$ cat config.mk
export PLATFORM = sky130hd
export DESIGN_NAME = timer8_control_registers
export DESIGN_NICKNAME = d
export VERILOG_FILES = /design/src/rtl/timer8_pkg.sv /design/src/rtl/timer8_control_registers.sv
export VERILOG_INCLUDE_DIRS = /design/src /design/src/rtl
export SDC_FILE = /design/constraint.sdc
export NUM_CORES = 1
export LEC_CHECK = 0
export BUFFER_PORTS_ARGS = -buffer_cell sky130_fd_sc_hd__buf_2
export CAP_MARGIN = 20
export CORE_MARGIN = 5
export CORE_UTILIZATION = 60
export DETAILED_ROUTE_END_ITERATION = 10
export PLACE_DENSITY = 0.91
export SYNTH_ARGS = -nofsm -noshare
export SYNTH_HDL_FRONTEND = slang
export SYNTH_SLANG_ARGS = --single-unit
export TNS_END_PERCENT = 50
$ cat constraint.sdc
create_clock -name aclk -period 4.8 [get_ports aclk]
set_input_delay 0.72 -clock aclk [delete_from_list [all_inputs] [get_ports aclk]]
set_output_delay 0.72 -clock aclk [all_outputs]
set_load 0.01 [all_outputs]
$ cat src/rtl/timer8_defs.svh
// Contract
// RULE1: Non-PWM channel B: off, toggle, clear, set
// RULE2: Fast PWM B: off, reserved, clear/set at TOP
// RULE3: Phase PWM B: off, reserved, up/down match actions
// RULE4: Compare equals TOP: ignore match, act at TOP
// RULE5: Nonzero action overrides port; direction gates driver
// RULE6: Three-bit mode selects sequence and TOP source
// RULE7: PWM compare writes buffered until TOP
// RULE8: Wrap flag at MAX, BOTTOM or TOP per mode
// RULE9: Force bits act only in non-PWM modes
// RULE10: Force applies programmed action as one strobe
// RULE11: Force sets no flag, never clears counter
// RULE12: Force bits always read as zero
// RULE13: Clock select: stopped, undivided, 8, 64, 256, 1024
// RULE14: Select 110 falling, 111 rising external edges
// RULE15: External pin counts even when driven as output
// RULE16: Counter write blocks match on next tick
// RULE17: Both compare values compared with counter always
// RULE18: Match B request needs enable bit 2, flag
// RULE19: Match A request needs enable bit 1, flag
// RULE20: Wrap request needs enable bit 0, flag
// RULE21: Reserved control and mask bits read zero
// RULE22: Flags cleared by vector or writing one
// RULE23: Reserved encodings leave output idle, counting unchanged
// RULE24: Request line is flag AND enable only
`ifndef TIMER8_DEFS_SVH
`define TIMER8_DEFS_SVH
// Register byte offsets
`define T8_OFF_CTRL_A 8'h00
`define T8_OFF_CTRL_B 8'h04
`define T8_OFF_COUNT 8'h08
`define T8_OFF_CMP_A 8'h0C
`define T8_OFF_CMP_B 8'h10
`define T8_OFF_MASK 8'h14
`define T8_OFF_FLAGS 8'h18
// Field positions
`define T8_BIT_FORCE_A 7
`define T8_BIT_FORCE_B 6
`define T8_BIT_IRQ_WRAP 0
`define T8_BIT_IRQ_A 1
`define T8_BIT_IRQ_B 2
// Reset values
`define T8_RST_REG8 8'h00
`define T8_RST_FLAGS 3'h0
// Counter extremes
`define T8_MAX 8'hFF
`define T8_BOTTOM 8'h00
// Prescaler tap masks (divide by 8, 64, 256, 1024)
`define T8_DIV8_MASK 10'h007
`define T8_DIV64_MASK 10'h03F
`define T8_DIV256_MASK 10'h0FF
`define T8_DIV1024_MASK 10'h3FF
// Bus answers
`define T8_RESP_OKAY 2'h0
`define T8_RESP_SLVERR 2'h2
`endif

$ cat src/rtl/timer8_pkg.sv
package timer8_pkg;
  // Waveform mode, wave_mode_hi above wave_mode_lo
  typedef enum logic [2:0] {
    WM_NORMAL = 3'h0,
    WM_PHASE_FF = 3'h1,
    WM_CLEAR_ON_MATCH = 3'h2,
    WM_FAST_FF = 3'h3,
    WM_RSVD4 = 3'h4,
    WM_PHASE_CMP = 3'h5,
    WM_RSVD6 = 3'h6,
    WM_FAST_CMP = 3'h7
  } wave_mode_t;
  // Count clock source
  typedef enum logic [2:0] {
    CS_STOP = 3'h0,
    CS_DIV1 = 3'h1,
    CS_DIV8 = 3'h2,
    CS_DIV64 = 3'h3,
    CS_DIV256 = 3'h4,
    CS_DIV1024 = 3'h5,
    CS_EXT_FALL = 3'h6,
    CS_EXT_RISE = 3'h7
  } clk_sel_t;
  // Control A layout
  typedef struct packed {
    logic [1:0] out_action_a;
    logic [1:0] out_action_b;
    logic [1:0] rsvd;
    logic [1:0] wave_mode_lo;
  } ctrl_a_t;
  // Control B layout
  typedef struct packed {
    logic force_match_a;
    logic force_match_b;
    logic [1:0] rsvd;
    logic wave_mode_hi;
    clk_sel_t clock_source_sel;
  } ctrl_b_t;
endpackage

$ cat src/rtl/timer8_control_registers.sv
// The register addresses and the AXI4-Lite register port were chosen for this implementation.
`timescale 1ns/1ps
`include "timer8_defs.svh"
module timer8_control_registers (
  // Clock and reset
  input wire logic aclk,
  input wire logic aresetn,
  // AXI4-Lite write address
  input wire logic awvalid,
  output logic awready,
  input wire logic [7:0] awaddr,
  input wire logic [2:0] awprot,
  // AXI4-Lite write data
  input wire logic wvalid,
  output logic wready,
  input wire logic [31:0] wdata,
  input wire logic [3:0] wstrb,
  // AXI4-Lite write response
  output logic bvalid,
  input wire logic bready,
  output logic [1:0] bresp,
  // AXI4-Lite read address
  input wire logic arvalid,
  output logic arready,
  input wire logic [7:0] araddr,
  input wire logic [2:0] arprot,
  // AXI4-Lite read data
  output logic rvalid,
  input wire logic rready,
  output logic [31:0] rdata,
  output logic [1:0] rresp,
  // Port side of the two compare pins, index 0 is A
  input wire logic [1:0] port_data,
  input wire logic [1:0] port_dir,
  output logic [1:0] pin_out,
  output logic [1:0] pin_oe_n,
  // Compare waveform registers
  output logic wave_out_a,
  output logic wave_out_b,
  // External count pin
  input wire logic ext_count_pin,
  // Interrupt requests (wrap, A, B) and vector acknowledge
  output logic [2:0] irq_req,
  input wire logic [2:0] irq_ack
);
  // Software registers
  timer8_pkg::ctrl_a_t ctrl_a;
  timer8_pkg::ctrl_b_t ctrl_b;
  logic [7:0] count_value;
  logic [7:0] cmp_buf [2]; // Written compare values
  logic [7:0] cmp_act [2]; // Values in use by the compare
  logic [2:0] irq_enable_mask;
  logic [2:0] irq_flag_reg;
  // Bus slave state
  logic aw_held;
  logic w_held;
  logic [7:0] wr_addr;
  logic [31:0] wr_data;
  logic [3:0] wr_strb;
  logic rd_ctrl_b; // Last read hit control B
  // Timer state
  logic [9:0] prescale;
  logic ext_prev;
  logic count_down;
  logic block_match;
  logic [1:0] force_q;
  // Decoded controls
  timer8_pkg::wave_mode_t mode;
  logic pwm_mode;
  logic phase_mode;
  logic fast_mode;
  logic plain_mode;
  logic [7:0] top;
  logic at_top;
  logic tick;
  logic [1:0] hit;
  logic [1:0] act [2];
  logic wave [2]; // One register per channel
  logic [8:0] rd_val; // Read value, hit on top
  logic [2:0] flag_clr; // Flags cleared now
  // Write strobes
  logic wr_go;
  logic wr_lane;
  logic wr_ctrl_a, wr_ctrl_b, wr_count, wr_cmp_a, wr_cmp_b;
  logic wr_mask, wr_flags;
  logic wr_hit;
  logic [1:0] set_flags_a_b;
  logic set_wrap;

  // Mode decode
  assign mode = timer8_pkg::wave_mode_t'({ctrl_b.wave_mode_hi,
                                          ctrl_a.wave_mode_lo});
  assign phase_mode = (mode == timer8_pkg::WM_PHASE_FF) ||
                      (mode == timer8_pkg::WM_PHASE_CMP); // RULE6
  assign fast_mode = (mode == timer8_pkg::WM_FAST_FF) ||
                     (mode == timer8_pkg::WM_FAST_CMP); // RULE6
  assign plain_mode = (mode == timer8_pkg::WM_NORMAL) ||
                      (mode == timer8_pkg::WM_CLEAR_ON_MATCH);
  assign pwm_mode = phase_mode || fast_mode;
  // TOP is compare A in modes 2, 5 and 7, else MAX
  assign top = (mode == timer8_pkg::WM_CLEAR_ON_MATCH ||
                mode == timer8_pkg::WM_PHASE_CMP ||
                mode == timer8_pkg::WM_FAST_CMP) ?
               cmp_act[0] : `T8_MAX; // RULE6
  assign at_top = (count_value == top);
  assign act[0] = ctrl_a.out_action_a;
  assign act[1] = ctrl_a.out_action_b;

  // Bus handshake outputs
  assign awready = !aw_held && !bvalid;
  assign wready = !w_held && !bvalid;
  assign arready = !rvalid;
  assign wr_go = aw_held && w_held && !bvalid;
  assign wr_lane = wr_go && wr_strb[0];
  assign wr_ctrl_a = wr_lane && (wr_addr == `T8_OFF_CTRL_A);
  assign wr_ctrl_b = wr_lane && (wr_addr == `T8_OFF_CTRL_B);
  assign wr_count = wr_lane && (wr_addr == `T8_OFF_COUNT);
  assign wr_cmp_a = wr_lane && (wr_addr == `T8_OFF_CMP_A);
  assign wr_cmp_b = wr_lane && (wr_addr == `T8_OFF_CMP_B);
  assign wr_mask = wr_lane && (wr_addr == `T8_OFF_MASK);
  assign wr_flags = wr_lane && (wr_addr == `T8_OFF_FLAGS);
  assign wr_hit = (wr_addr == `T8_OFF_CTRL_A) ||
                  (wr_addr == `T8_OFF_CTRL_B) ||
                  (wr_addr == `T8_OFF_COUNT) ||
                  (wr_addr == `T8_OFF_CMP_A) ||
                  (wr_addr == `T8_OFF_CMP_B) ||
                  (wr_addr == `T8_OFF_MASK) ||
                  (wr_addr == `T8_OFF_FLAGS);

  // Read value, reserved bits and force bits as zero
  function automatic logic [8:0] read_reg(input logic [7:0] addr);
    read_reg = 9'h000;
    case (addr)
      `T8_OFF_CTRL_A: read_reg = {1'b1, ctrl_a.out_action_a,
                                  ctrl_a.out_action_b, 2'h0,
                                  ctrl_a.wave_mode_lo}; // RULE21
      `T8_OFF_CTRL_B: read_reg = {1'b1, 4'h0, ctrl_b.wave_mode_hi,
                                  ctrl_b.clock_source_sel}; // RULE12
      `T8_OFF_COUNT: read_reg = {1'b1, count_value}; // RULE16
      `T8_OFF_CMP_A: read_reg = {1'b1, cmp_buf[0]};
      `T8_OFF_CMP_B: read_reg = {1'b1, cmp_buf[1]};
      `T8_OFF_MASK: read_reg = {1'b1, 5'h00, irq_enable_mask}; // RULE21
      `T8_OFF_FLAGS: read_reg = {1'b1, 5'h00, irq_flag_reg};
      default: read_reg = 9'h000;
    endcase
  endfunction

  // Capture write address and data in either order
  always_ff @(posedge aclk) begin
    if (!aresetn) begin
      aw_held <= 1'b0;
      w_held <= 1'b0;
      wr_addr <= 8'h00;
      wr_data <= 32'h0000_0000;
      wr_strb <= 4'h0;
    end else begin
      if (awvalid && awready) begin
        aw_held <= 1'b1;
        wr_addr <= {awaddr[7:2], 2'b00};
      end else if (wr_go) begin
        aw_held <= 1'b0;
      end
      if (wvalid && wready) begin
        w_held <= 1'b1;
        wr_data <= wdata;
        wr_strb <= wstrb;
      end else if (wr_go) begin
        w_held <= 1'b0;
      end
    end
  end

  // Write response, error for an unmapped word
  always_ff @(posedge aclk) begin
    if (!aresetn) begin
      bvalid <= 1'b0;
      bresp <= `T8_RESP_OKAY;
    end else if (wr_go) begin
      bvalid <= 1'b1;
      bresp <= wr_hit ? `T8_RESP_OKAY : `T8_RESP_SLVERR;
    end else if (bready) begin
      bvalid <= 1'b0;
    end
  end

  // Read channel, one registered answer per address
  assign rd_val = read_reg({araddr[7:2], 2'b00});
  always_ff @(posedge aclk) begin
    if (!aresetn) begin
      rvalid <= 1'b0;
      rdata <= 32'h0000_0000;
      rresp <= `T8_RESP_OKAY;
      rd_ctrl_b <= 1'b0;
    end else if (arvalid && arready) begin
      rvalid <= 1'b1;
      rdata <= {24'h00_0000, rd_val[7:0]};
      rresp <= rd_val[8] ? `T8_RESP_OKAY : `T8_RESP_SLVERR;
      rd_ctrl_b <= ({araddr[7:2], 2'b00} == `T8_OFF_CTRL_B);
    end else if (rready) begin
      rvalid <= 1'b0;
    end
  end

  // Control registers; force bits are never stored
  always_ff @(posedge aclk) begin
    if (!aresetn) begin
      ctrl_a <= `T8_RST_REG8;
      ctrl_b <= `T8_RST_REG8;
      irq_enable_mask <= 3'h0;
    end else begin
      if (wr_ctrl_a) begin
        ctrl_a <= {wr_data[7:4], 2'h0, wr_data[1:0]}; // RULE21
      end
      if (wr_ctrl_b) begin
        ctrl_b <= {4'h0, wr_data[3:0]}; // RULE12
      end
      if (wr_mask) begin
        irq_enable_mask <= wr_data[2:0];
      end
    end
  end

  // Force strobe, only when the new mode is normal or clear-on-match
  always_ff @(posedge aclk) begin
    if (!aresetn) begin
      force_q <= 2'b00;
    end else begin
      if (wr_ctrl_b &&
                   ({wr_data[3], ctrl_a.wave_mode_lo} == 3'h0 ||
                    {wr_data[3], ctrl_a.wave_mode_lo} == 3'h2)) begin
        force_q <= {wr_data[`T8_BIT_FORCE_B],
                    wr_data[`T8_BIT_FORCE_A]}; // RULE9 RULE10
      end else begin
        force_q <= 2'b00;
      end
    end
  end

  // Compare buffers; PWM modes load the active value at TOP
  always_ff @(posedge aclk) begin
    if (!aresetn) begin
      cmp_buf[0] <= `T8_RST_REG8;
      cmp_buf[1] <= `T8_RST_REG8;
      cmp_act[0] <= `T8_RST_REG8;
      cmp_act[1] <= `T8_RST_REG8;
    end else begin
      if (wr_cmp_a) begin
        cmp_buf[0] <= wr_data[7:0];
      end
      if (wr_cmp_b) begin
        cmp_buf[1] <= wr_data[7:0];
      end
      if (!pwm_mode) begin
        cmp_act[0] <= wr_cmp_a ? wr_data[7:0] : cmp_buf[0]; // RULE7
        cmp_act[1] <= wr_cmp_b ? wr_data[7:0] : cmp_buf[1]; // RULE7
      end else if (tick && at_top) begin
        cmp_act[0] <= cmp_buf[0]; // RULE7
        cmp_act[1] <= cmp_buf[1]; // RULE7
      end
    end
  end

  // Free-running prescaler and edge memory of the count pin
  always_ff @(posedge aclk) begin
    if (!aresetn) begin
      prescale <= 10'h000;
      ext_prev <= 1'b0;
    end else begin
      prescale <= prescale + 10'h001;
      ext_prev <= ext_count_pin; // RULE15
    end
  end

  // Count enable from the selected source
  always_comb begin
    case (ctrl_b.clock_source_sel)
      timer8_pkg::CS_STOP: tick = 1'b0; // RULE13
      timer8_pkg::CS_DIV1: tick = 1'b1; // RULE13
      timer8_pkg::CS_DIV8:
        tick = (prescale & `T8_DIV8_MASK) == `T8_DIV8_MASK; // RULE13
      timer8_pkg::CS_DIV64:
        tick = (prescale & `T8_DIV64_MASK) == `T8_DIV64_MASK; // RULE13
      timer8_pkg::CS_DIV256:
        tick = (prescale & `T8_DIV256_MASK) == `T8_DIV256_MASK; // RULE13
      timer8_pkg::CS_DIV1024:
        tick = (prescale & `T8_DIV1024_MASK) == `T8_DIV1024_MASK;
      timer8_pkg::CS_EXT_FALL: tick = ext_prev && !ext_count_pin; // RULE14
      timer8_pkg::CS_EXT_RISE: tick = !ext_prev && ext_count_pin; // RULE14
      default: tick = 1'b0;
    endcase
  end

  // Real matches, suppressed on the tick after a counter write
  assign hit[0] = tick && !block_match && (count_value == cmp_act[0]);
  assign hit[1] = tick && !block_match &&
                  (count_value == cmp_act[1]); // RULE16 RULE17

  // Match blocking after a software counter write
  always_ff @(posedge aclk) begin
    if (!aresetn) begin
      block_match <= 1'b0;
    end else if (wr_count) begin
      block_match <= 1'b1; // RULE16
    end else if (tick) begin
      block_match <= 1'b0;
    end
  end

  // Counter and direction; reserved modes count like normal
  always_ff @(posedge aclk) begin
    if (!aresetn) begin
      count_value <= `T8_RST_REG8;
      count_down <= 1'b0;
    end else if (wr_count) begin
      count_value <= wr_data[7:0]; // RULE16
    end else if (tick) begin
      if (phase_mode) begin
        if (!count_down && at_top) begin
          count_down <= 1'b1;
          count_value <= count_value - 8'h01;
        end else if (count_down && count_value == `T8_BOTTOM) begin
          count_down <= 1'b0;
          count_value <= count_value + 8'h01;
        end else begin
          count_value <= count_down ? count_value - 8'h01 :
                         count_value + 8'h01;
        end
      end else if (fast_mode && at_top) begin
        count_down <= 1'b0;
        count_value <= `T8_BOTTOM;
      end else if (mode == timer8_pkg::WM_CLEAR_ON_MATCH && hit[0]) begin
        count_value <= `T8_BOTTOM; // RULE11
      end else begin
        count_down <= 1'b0;
        count_value <= count_value + 8'h01; // RULE23
      end
    end
  end

  // Flag set causes
  assign set_flags_a_b = hit; // RULE11
  assign set_wrap = tick && (phase_mode ?
                    (count_value == `T8_BOTTOM) :
                    (mode == timer8_pkg::WM_FAST_CMP) ? at_top :
                    (count_value == `T8_MAX)); // RULE8

  // Sticky flags, a new event wins over any clear
  assign flag_clr = irq_ack | (wr_flags ? wr_data[2:0] : 3'h0); // RULE22
  always_ff @(posedge aclk) begin
    if (!aresetn) begin
      irq_flag_reg <= `T8_RST_FLAGS;
    end else begin
      irq_flag_reg <= (irq_flag_reg & ~flag_clr) |
                      {set_flags_a_b, set_wrap}; // RULE22
    end
  end

  // Requests; global enable is applied by the processor
  assign irq_req = irq_flag_reg & irq_enable_mask; // RULE18 RULE19 RULE20 RULE24

  // Waveform register per channel
  for (genvar ch = 0; ch < 2; ch++) begin : g_wave
    logic special;
    logic toggle_ok;
    logic linked; // Compare output owns the pin
    assign special = (cmp_act[ch] == top) && act[ch][1]; // RULE4
    // Channel A may toggle in PWM when the high mode bit is set
    assign toggle_ok = (ch == 0) && ctrl_b.wave_mode_hi;
    always_ff @(posedge aclk) begin
      if (!aresetn) begin
        wave[ch] <= 1'b0;
      end else if (plain_mode && (hit[ch] || force_q[ch])) begin
        case (act[ch])
          2'h1: wave[ch] <= !wave[ch]; // RULE1 RULE10
          2'h2: wave[ch] <= 1'b0; // RULE1
          2'h3: wave[ch] <= 1'b1; // RULE1
          default: wave[ch] <= wave[ch];
        endcase
      end else if (pwm_mode && act[ch] == 2'h1) begin
        if (toggle_ok && hit[ch]) begin
          wave[ch] <= !wave[ch];
        end
      end else if (pwm_mode && act[ch][1]) begin
        if (tick && at_top && (fast_mode || special)) begin
          wave[ch] <= !act[ch][0]; // RULE2 RULE3 RULE4
        end else if (hit[ch] && !special) begin
          wave[ch] <= act[ch][0] ^ (phase_mode && count_down); // RULE2 RULE3
        end
      end
    end
    // Pin override and direction-gated driver
    assign linked = (act[ch] != 2'h0) && (plain_mode ||
                    (pwm_mode && (act[ch][1] || toggle_ok))); // RULE23
    assign pin_out[ch] = linked ? wave[ch] : port_data[ch]; // RULE5
    assign pin_oe_n[ch] = !port_dir[ch]; // RULE5
  end
  assign wave_out_a = wave[0];
  assign wave_out_b = wave[1];
endmodule

# After elaboration in Yosys (flattened, before gate mapping)
# Memories as Yosys holds them, arrays and structs flattened.
# Index checks and enable logic that the tools add are counted.
[word_totals] inputBits=73 output_inout_bits=50 memories=3 ramBits=34 wordCells=326 register_bits=70
[mem_list] name="cmp_act" depth=2 word_bits=8 rd=2 rd_ports_with_merged_regs=0 wr=2 line_no="timer8_control_registers.sv:51" source="logic [7:0] cmp_act [2];"
[mem_list] name="cmp_buf" depth=2 word_bits=8 rd=2 rd_ports_with_merged_regs=0 wr=2 line_no="timer8_control_registers.sv:50" source="logic [7:0] cmp_buf [2];"
[mem_list] name="wave" depth=2 word_bits=1 rd=2 rd_ports_with_merged_regs=0 wr=2 line_no="timer8_control_registers.sv:78" source="logic wave [2];"
[op_classes] bitwise=27 n_eq_ne=43 reduce_logical=97 mux=130 add_sub_neg=3
[ops] operator="2-to-1 mux 8 bit" n=17
[ops] operator="2-to-1 mux 1 bit" n=108
[ops] operator="case mux 9 bit (7 select lines)" n=1
[ops] operator="logical AND 1 bit" n=44
[ops] operator="equality test 8 bit" n=5
[ops] operator="equality test 6 x 3 -> 1 bit (second input constant)" n=6
[ops] operator="equality test 6 x 2 -> 1 bit (second input constant)" n=4
[ops] operator="equality test 3 bit (second input constant)" n=7
[ops] operator="logical OR 1 bit" n=20
[ops] operator="bitwise OR 1 bit" n=19
[ops] operator="equality test 8 bit (second input constant)" n=2
[ops] operator="zero test 1 bit" n=16
[ops] operator="zero test 8 bit" n=2
[ops] operator="equality test 3 x 2 -> 1 bit (second input constant)" n=5
[ops] operator="nonzero test 2 bit" n=7
[ops] operator="equality test 6 x 1 -> 1 bit (second input constant)" n=2
[ops] operator="adder 10 x 1 -> 10 bit (second input constant)" n=1
[ops] operator="equality test 10 bit (second input constant)" n=1
[ops] operator="zero test 3 bit" n=3
[ops] operator="adder 8 x 1 -> 8 bit (second input constant)" n=1
[ops] operator="equality test 2 bit (second input constant)" n=4
[ops] operator="case mux 1 bit (8 select lines)" n=1
[ops] operator="subtractor 8 x 1 -> 8 bit (second input constant)" n=1
[ops] operator="bitwise AND 3 bit" n=2
[ops] operator="15 further kinds" n=21

# Depth between registers and ports, before layout
# Gate-level depths: netlist (run 1).
[logic_depth] depth_word=17 ltp_mapped=12

# Worst setup path before layout (run 1)
# No wires, ideal clock.
[synth_timing] kind="register -> register" startpoint="register prescale[0]" endpoint="memory cmp_act[0][0], enable pin" path_buffers=0 t_required_ns=4.384 slack_ns=2.333 arrival_ns=2.051 path_stages_with_launch=9 cell_sequence="dfxtp_1 > ha_1 > ha_1 > a211oi_1 > a221oi_1 > a32oi_1 > nand2_1 > nand2_4 > nand3_1"
[synth_rtl] item="from (decl)" line_no="timer8_control_registers.sv:62" source="logic [9:0] prescale;"
[synth_rtl] item="from (signal assigned)" line_no="timer8_control_registers.sv:269" source="prescale <= prescale + 10'h001;"
[synth_rtl] item="to (decl)" line_no="timer8_control_registers.sv:51"

==> summary.md, run 1 <==
| Metric | Value |
|---|---|
| Antenna violations before repair | `0` |
| CTS tree | `built` |
| N_diodes | `0` |
| Slew margin rel. | `between 40% and 50%` |
| Synthesis warning total | `0` |
| Final Skew | `24.2 ps` |
| Die X | `about 110 um` |
| Fillers | `775` |
| Pint | `around 1.2 mW` |
| Die Y | `roughly 110 um` |
| First-pass detailed-route iteration total | `6` |
| Yosys top cell by area | `dfxtp_1` |
| RSZ-0062 raised after global routing | `no` |
| CTS Buf Count | `9` |
| DR iter-0 viols | `580` |
| I/O pins | `around 120` |
| Via Count | `around 5400` |
| Crit path required time | `between 4000 and 5000 ps` |
| Final Cycle Share | `66.7%` |
| Startpoint types | `flop` |
| P_leak | `2.52 nW` |
| Area share of the largest cell type after synthesis | `about 23%` |
| Clk_lat worst skew | `370 ps` |
| Final setup viols | `0` |
| Hold buffers post-CTS | `0` |
| DP Area | `between 6000 and 7000 um^2` |
| Die ar. | `~12000 um^2` |
| Layout area overhead | `7.12%` |
| Cts repair resizes | `0` |
| Max-slew violations | `0` |
| Gpl congestion | `around 1.0` |
| IO buf count | `slightly below 60` |
| Leading post-synthesis cells by cell area | `dfxtp_1 23%, edfxtp_1 17%, mux2i_1 4.8%` |
| Tightest Pin Transition | `about 770 ps` |
| Top flop regs | `cmp_act (16), cmp_buf (16), prescale (10)` |
| Vias per cell | `between 6 and 7` |
| Final ANT Viol Nets | `0` |
| Clock buffer depth | `2` |
| CP arrival | `~3100 ps` |
| CTS H-tree lvls | `3` |
| Clock sink count | `102` |
| Site row count | `36` |
| First-pass GRT wire length | `25700 um` |
| Avg WL per Cell | `18.4 um` |
| Final Hold Viols | `0` |
| Status | `finished clean` |
| Worst-path clk slew | `roughly 110 ps` |
| Total global routing overflow | `0` |
| Hold Path Class | `reg2reg` |
| Root buf cell | `clkbuf_8` |
| Vias in the first global route | `a little over 5000` |
| Worst Path Max Fanout | `16` |
| Detailed placement HPWL | `11500 um` |
| Aggregate negative setup slack | `0 ps` |
| Type of the worst setup path | `reg2reg` |
| Final WL | `between 15000 and 20000 um` |
| Final min period | `approximately 3200 ps` |
| Core Area | `between 9000 and 10000 um^2` |
| Core Util, Final | `~66%` |
| Psw | `about 0.47 mW` |
| Max-cap violations | `0` |
| Seq/Total Area, Yosys | `around 40%` |
| Crit. End Element | `flop` |
| Peak supply drop | `approximately 0.00022 V` |
| Design Power | `1.65 mW` |
| EDFF count, synth | `34` |
| FMAX | `roughly 0.31 GHz` |
| Final instance area | `around 6400 um^2` |
| Primary FF master, synth | `dfxtp_1` |
| Synthesized instance count | `between 600 and 700` |
| Synth cell types | `70` |
| Setup WS pre-CTS | `around 1700 ps` |
| Pin count of the biggest net entering global routing | `26` |
| Async SR Flop Fraction | `0%` |
| Synthesized flop and latch total | `102` |
| Initial Util | `between 60% and 70%` |
| Sw frac | `between 20% and 30%` |
| Clock share of power | `about a third` |
| Final worst slack | `roughly 1600 ps` |
| Fin nets | `around 800` |
| Syn Area/Cell | `8.65 um^2` |
| Part of the power in combinational logic | `about a tenth` |
| Power Dens Cells | `258 nW/um^2` |
| Post-CTS Setup Inserts | `0` |
| # DRC | `0` |
| Layout cells sized above 1 | `approximately 14%` |
| Total track usage | `27.0%` |
| Sequential Power Share | `just under 60%` |
| Netlist Area Pre-Place | `between 5000 and 6000 um^2` |
==> metrics by stage <==
step                hold slack [ps]  instances
finish                          488        863
global route                    526        863
CTS                             490        863
detailed placement              464        847
global placement                439        847
floorplan                       430        717
==> worst max-delay path, stage by stage (launching register included) <==
cell	delay [ps]
dfxtp_1	360
ha_1	230
ha_1	210
a211oi_1	230
a221oi_1	90
a32oi_1	400
nand2_1	500
nand2_4	250
nand3_1	490
==> final timing paths <==
kind              slack, ps                      end  depth (start not counted)                    from
setup / recovery       1600  cmp_act[0][2]$_DFFE_PP_                          8  prescale[0]$_SDFF_PN0_
hold / removal          490   prescale[0]$_SDFF_PN0_                          1  prescale[0]$_SDFF_PN0_
setup reg to reg       1600  cmp_act[0][2]$_DFFE_PP_                          8  prescale[0]$_SDFF_PN0_
hold reg to reg         490   prescale[0]$_SDFF_PN0_                          1  prescale[0]$_SDFF_PN0_
==> cell usage after synthesis (7+ instances only) <==
| cell | n |
|---|---|
| a21oi_1 | 50 |
| a22o_1 | 19 |
| a22oi_1 | 15 |
| a31oi_1 | 9 |
| and2_1 | 21 |
| and3_1 | 10 |
| buf_4 | 27 |
| clkbuf_1 | 28 |
| dfxtp_1 | 68 |
| edfxtp_1 | 34 |
| inv_1 | 22 |
| mux2i_1 | 29 |
| nand2_1 | 65 |
| nand2b_1 | 13 |
| nand3_1 | 19 |
| nand3b_1 | 8 |
| nand4_1 | 7 |
| nor2_1 | 76 |
| nor3_1 | 9 |
| o21ai_0 | 33 |
| or3_1 | 9 |
| xnor2_1 | 16 |
==> area by class of cell <==
class	count	area (um^2)	share of cell area, %
multi-input cells	527	3260	50.9
clock buffers	9	124	1.93
well taps	133	166	2.59
clock inverters	7	75.1	1.17
flip-flops and latches	102	2380	37.1
inverters	23	86.3	1.35
repair buffers	62	318	4.95
==> cells by family (layout without fill, tap and decap cells) <==
group	count (synthesis)	after routing	share of synthesized area [%]
other	1	26	0.0626
XOR/XNOR	22	22	3.22
buffers and inverters	88	101	7.29
AND/OR/NAND/NOR	266	266	22.4
AO/OA/AOI/OAI	177	177	21.0
adder cells (fa/ha/maj)	4	4	0.836
multiplexers	32	32	5.41
flip-flops	102	102	39.8
==> placed cells by master, fill, tap and decap left out, drive strengths merged, types with 25 or more instances in the layout <==
cell type / count
a21oi: 50
buf: 62
conb: 26
dfxtp: 68
edfxtp: 34
inv: 25
mux2i: 29
nand2: 67
nor2: 76
o21ai: 35
==> power by group through the flow <==
stage	logic, mW	clock network [mW]	registers [mW]
3_5_place_dp	0.153	0	0.976
4_1_cts	0.154	0.540	0.957
3_3_place_gp	0.148	0	0.974
2_1_floorplan	0.133	0	0.956
5_1_grt	0.174	0.581	0.963
6_report	0.157	0.536	0.959
==> routing by layer <==
layer  part of all wire [%]  up-vias  track usage (%)  wire (um)
met2                     47      351             44.3       7460
met5                      0        -                0          0
met3                     10       57             5.81       1640
li1                       -     2512                -          -
met1                     39     2518             34.7       6200
met4                    3.5        0             10.9        556
No activity file was read; power rests on OpenSTA's default activity.
==> run 2, diff against run 1 <==
CORE_UTILIZATION = 50   (was 60)
PLACE_DENSITY = 0.82   (was 0.91)
clock period = 2.7 ns   (was 4.8 ns; I/O delays follow)
==> summary.md, run 2 (same netlist as run 1, synthesis figures left out) <==
| Metric | Value |
|---|---|
| Fillers | `roughly 990` |
| CTS Buf Count | `9` |
| Via Count | `between 5000 and 6000` |
| IO buf count | `slightly below 60` |
| Status | `finished clean` |
| Slowest CP cell | `a32oi_2` |
| Max stage delay on crit path | `around 350 ps` |
| Worst-path clk slew | `approximately 70 ps` |
| Placed instance count | `approximately 890` |
| RSZ-0062 raised after global routing | `yes` |
| Crit path required time | `2910 ps` |
| Die Y | `119 um` |
| Family with the most delay on the worst path | `compound AO/OA/AOI/OAI gates` |
| Max-slew violations | `0` |
| CTS tree | `built` |
| Final Skew | `about 9.9 ps` |
| Die X | `119 um` |
| First-pass detailed-route iteration total | `5` |
| Fin nets | `about 830` |
| FMAX | `around 0.38 GHz` |
| Peak supply drop | `0.000422 V` |
| Final Cycle Share | `slightly below 100%` |
| CTS H-tree lvls | `3` |
| Final WL | `roughly 16000 um` |
| Layout area overhead | `14.1%` |
| Clk_lat worst skew | `between 300 and 400 ps` |
| Pin count of the biggest net entering global routing | `28` |
| Core Area | `roughly 12000 um^2` |
| Type of the worst setup path | `reg2reg` |
| Most frequent cells in the layout | `76 x nor2_1, 65 x dfxtp_1, 63 x nand2_1, 59 x buf_2, 49 x a21oi_1` |
| Crit. End Element | `flop` |
| CP arrival | `2820 ps` |
| Final instance area | `around 6800 um^2` |
| N_diodes | `0` |
| P_leak | `2.76 nW` |
| Final Hold Viols | `0` |
| Worst Path Max Fanout | `13` |
| Detailed placement HPWL | `about 11000 um` |
| DR iter-0 viols | `442` |
| CP cell instances | `ha_1 -> ha_1 -> a211oi_2 -> a221oi_2 -> a32oi_2 -> nand2_2 -> buf_12 -> o2111ai_1 -> a21oi_1 -> a221oi_1 -> a21oi_1` |
| Vias in the first global route | `just over 5000` |
| Top flop regs | `cmp_act (16), cmp_buf (16), prescale (10)` |
| Total track usage | `21.6%` |
| Vias per cell | `~6.0` |
| Power Dens Cells | `475 nW/um^2` |
| Clock buffer depth | `2` |
| Clock sink count | `102` |
| # DRC | `0` |
| Hold buffers post-CTS | `0` |
| WHS | `~240 ps` |
| Initial Util | `approximately half` |
| Max-cap violations | `0` |
| Avg WL per Cell | `between 15 and 20 um` |
| Gpl congestion | `between 0.9 and 1` |
| Startpoint types | `flop` |
| Final setup viols | `0` |
| Final min period | `2610 ps` |
| Total global routing overflow | `0` |
| Antenna violations before repair | `0` |
| I/O pins | `about 120` |
| Hold Path Class | `in2reg` |
| Commonest non-fill, non-tap cell in the layout | `nor2_1` |
| Die ar. | `14300 um^2` |
| Crit path buffers/inverters | `1` |
| First-pass GRT wire length | `25200 um` |
| DP Area | `between 6000 and 7000 um^2` |
| Layout cells sized above 1 | `about 19%` |
| Site row count | `40` |
| Post-route non-filler standard cell count | `907` |
| Final ANT Viol Nets | `0` |
| Root buf cell | `clkbuf_16` |
[run 2: cell types whose count changed in the layout (fill, tap and decap cells not counted), moves of 2 or more]
cell       previous run  this run
buf_4                 3        32
clkbuf_16             0        10
clkbuf_8              9         0
dfxtp_1              68        65
dfxtp_2               0         3
clkinv_8              2         0
nand2_1              65        63
nand2_2               1         3
[run 2: worst paths after layout]
kind / slack, ps / from / to / cells after the start
setup / recovery: 90 / prescale[0]$_SDFF_PN0_ / count_value[3]$_SDFFE_PN0P_ / 11
hold / removal: 240 / rready / rvalid$_SDFFE_PN0P_ / 2
setup reg to reg: 90 / prescale[0]$_SDFF_PN0_ / count_value[3]$_SDFFE_PN0P_ / 11
hold reg to reg: 440 / prescale[0]$_SDFF_PN0_ / prescale[0]$_SDFF_PN0_ / 1
[run 2: layout make-up]
type,count,area [um^2],share of cell area (%)
flip-flops and latches,102,2390,34.9
inverters,23,86.3,1.26
clock buffers,11,255,3.73
clock inverters,5,40.0,0.586
repair buffers,92,556,8.13
well taps,147,184,2.69
multi-input cells,527,3330,48.7
[run 2: worst reg2reg max path: cells and delay by family (launching register included)]
family,cells,cell delay [ps]
compound gates,7,1360
flops,1,340
buf+inv,1,180
simple gates,1,160
fa+ha+maj,2,440
[run 2: timing repair]
item,CTS,global route
buffers inserted,0,2
resized for setup,0,17
endpoints found under the setup margin,0,42
[run 2: report_power, final]
group	internal (mW)	switching, mW	total (mW)
Sequential	1.63	0.0693	1.70
Combinational	0.118	0.175	0.293
Clock	0.692	0.563	1.25
Total	2.44	0.806	3.25
[run 2: per-layer routing]
| metal | share of wire, % | GRT usage [%] | wire length, um | vias to the layer above |
|---|---|---|---|---|
| met5 | 0 | 0 | 0 | - |
| met4 | 4.5 | 10.7 | 704 | 0 |
| met3 | 8.1 | 3.42 | 1270 | 49 |
| met2 | 46 | 34.6 | 7140 | 281 |
| met1 | 42 | 28.3 | 6490 | 2514 |
| li1 | - | - | - | 2572 |
[run 2: metrics by stage]
| stage | power, mW | util, % | setup WS (ps) | setup TNS, ps |
|---|---|---|---|---|
| 4_1_cts | 3.24 | 56.9 | 12.0 | 0 |
| 6_report | 3.25 | 57.6 | 92.6 | 0 |
| 3_5_place_dp | 2.01 | 54.4 | 38.7 | 0 |
| 2_1_floorplan | 1.93 | - | 233 | 0 |
| 3_3_place_gp | 2.01 | 54.4 | 89.1 | 0 |
| 5_1_grt | 3.37 | 57.6 | -18.1 | -18.1 |
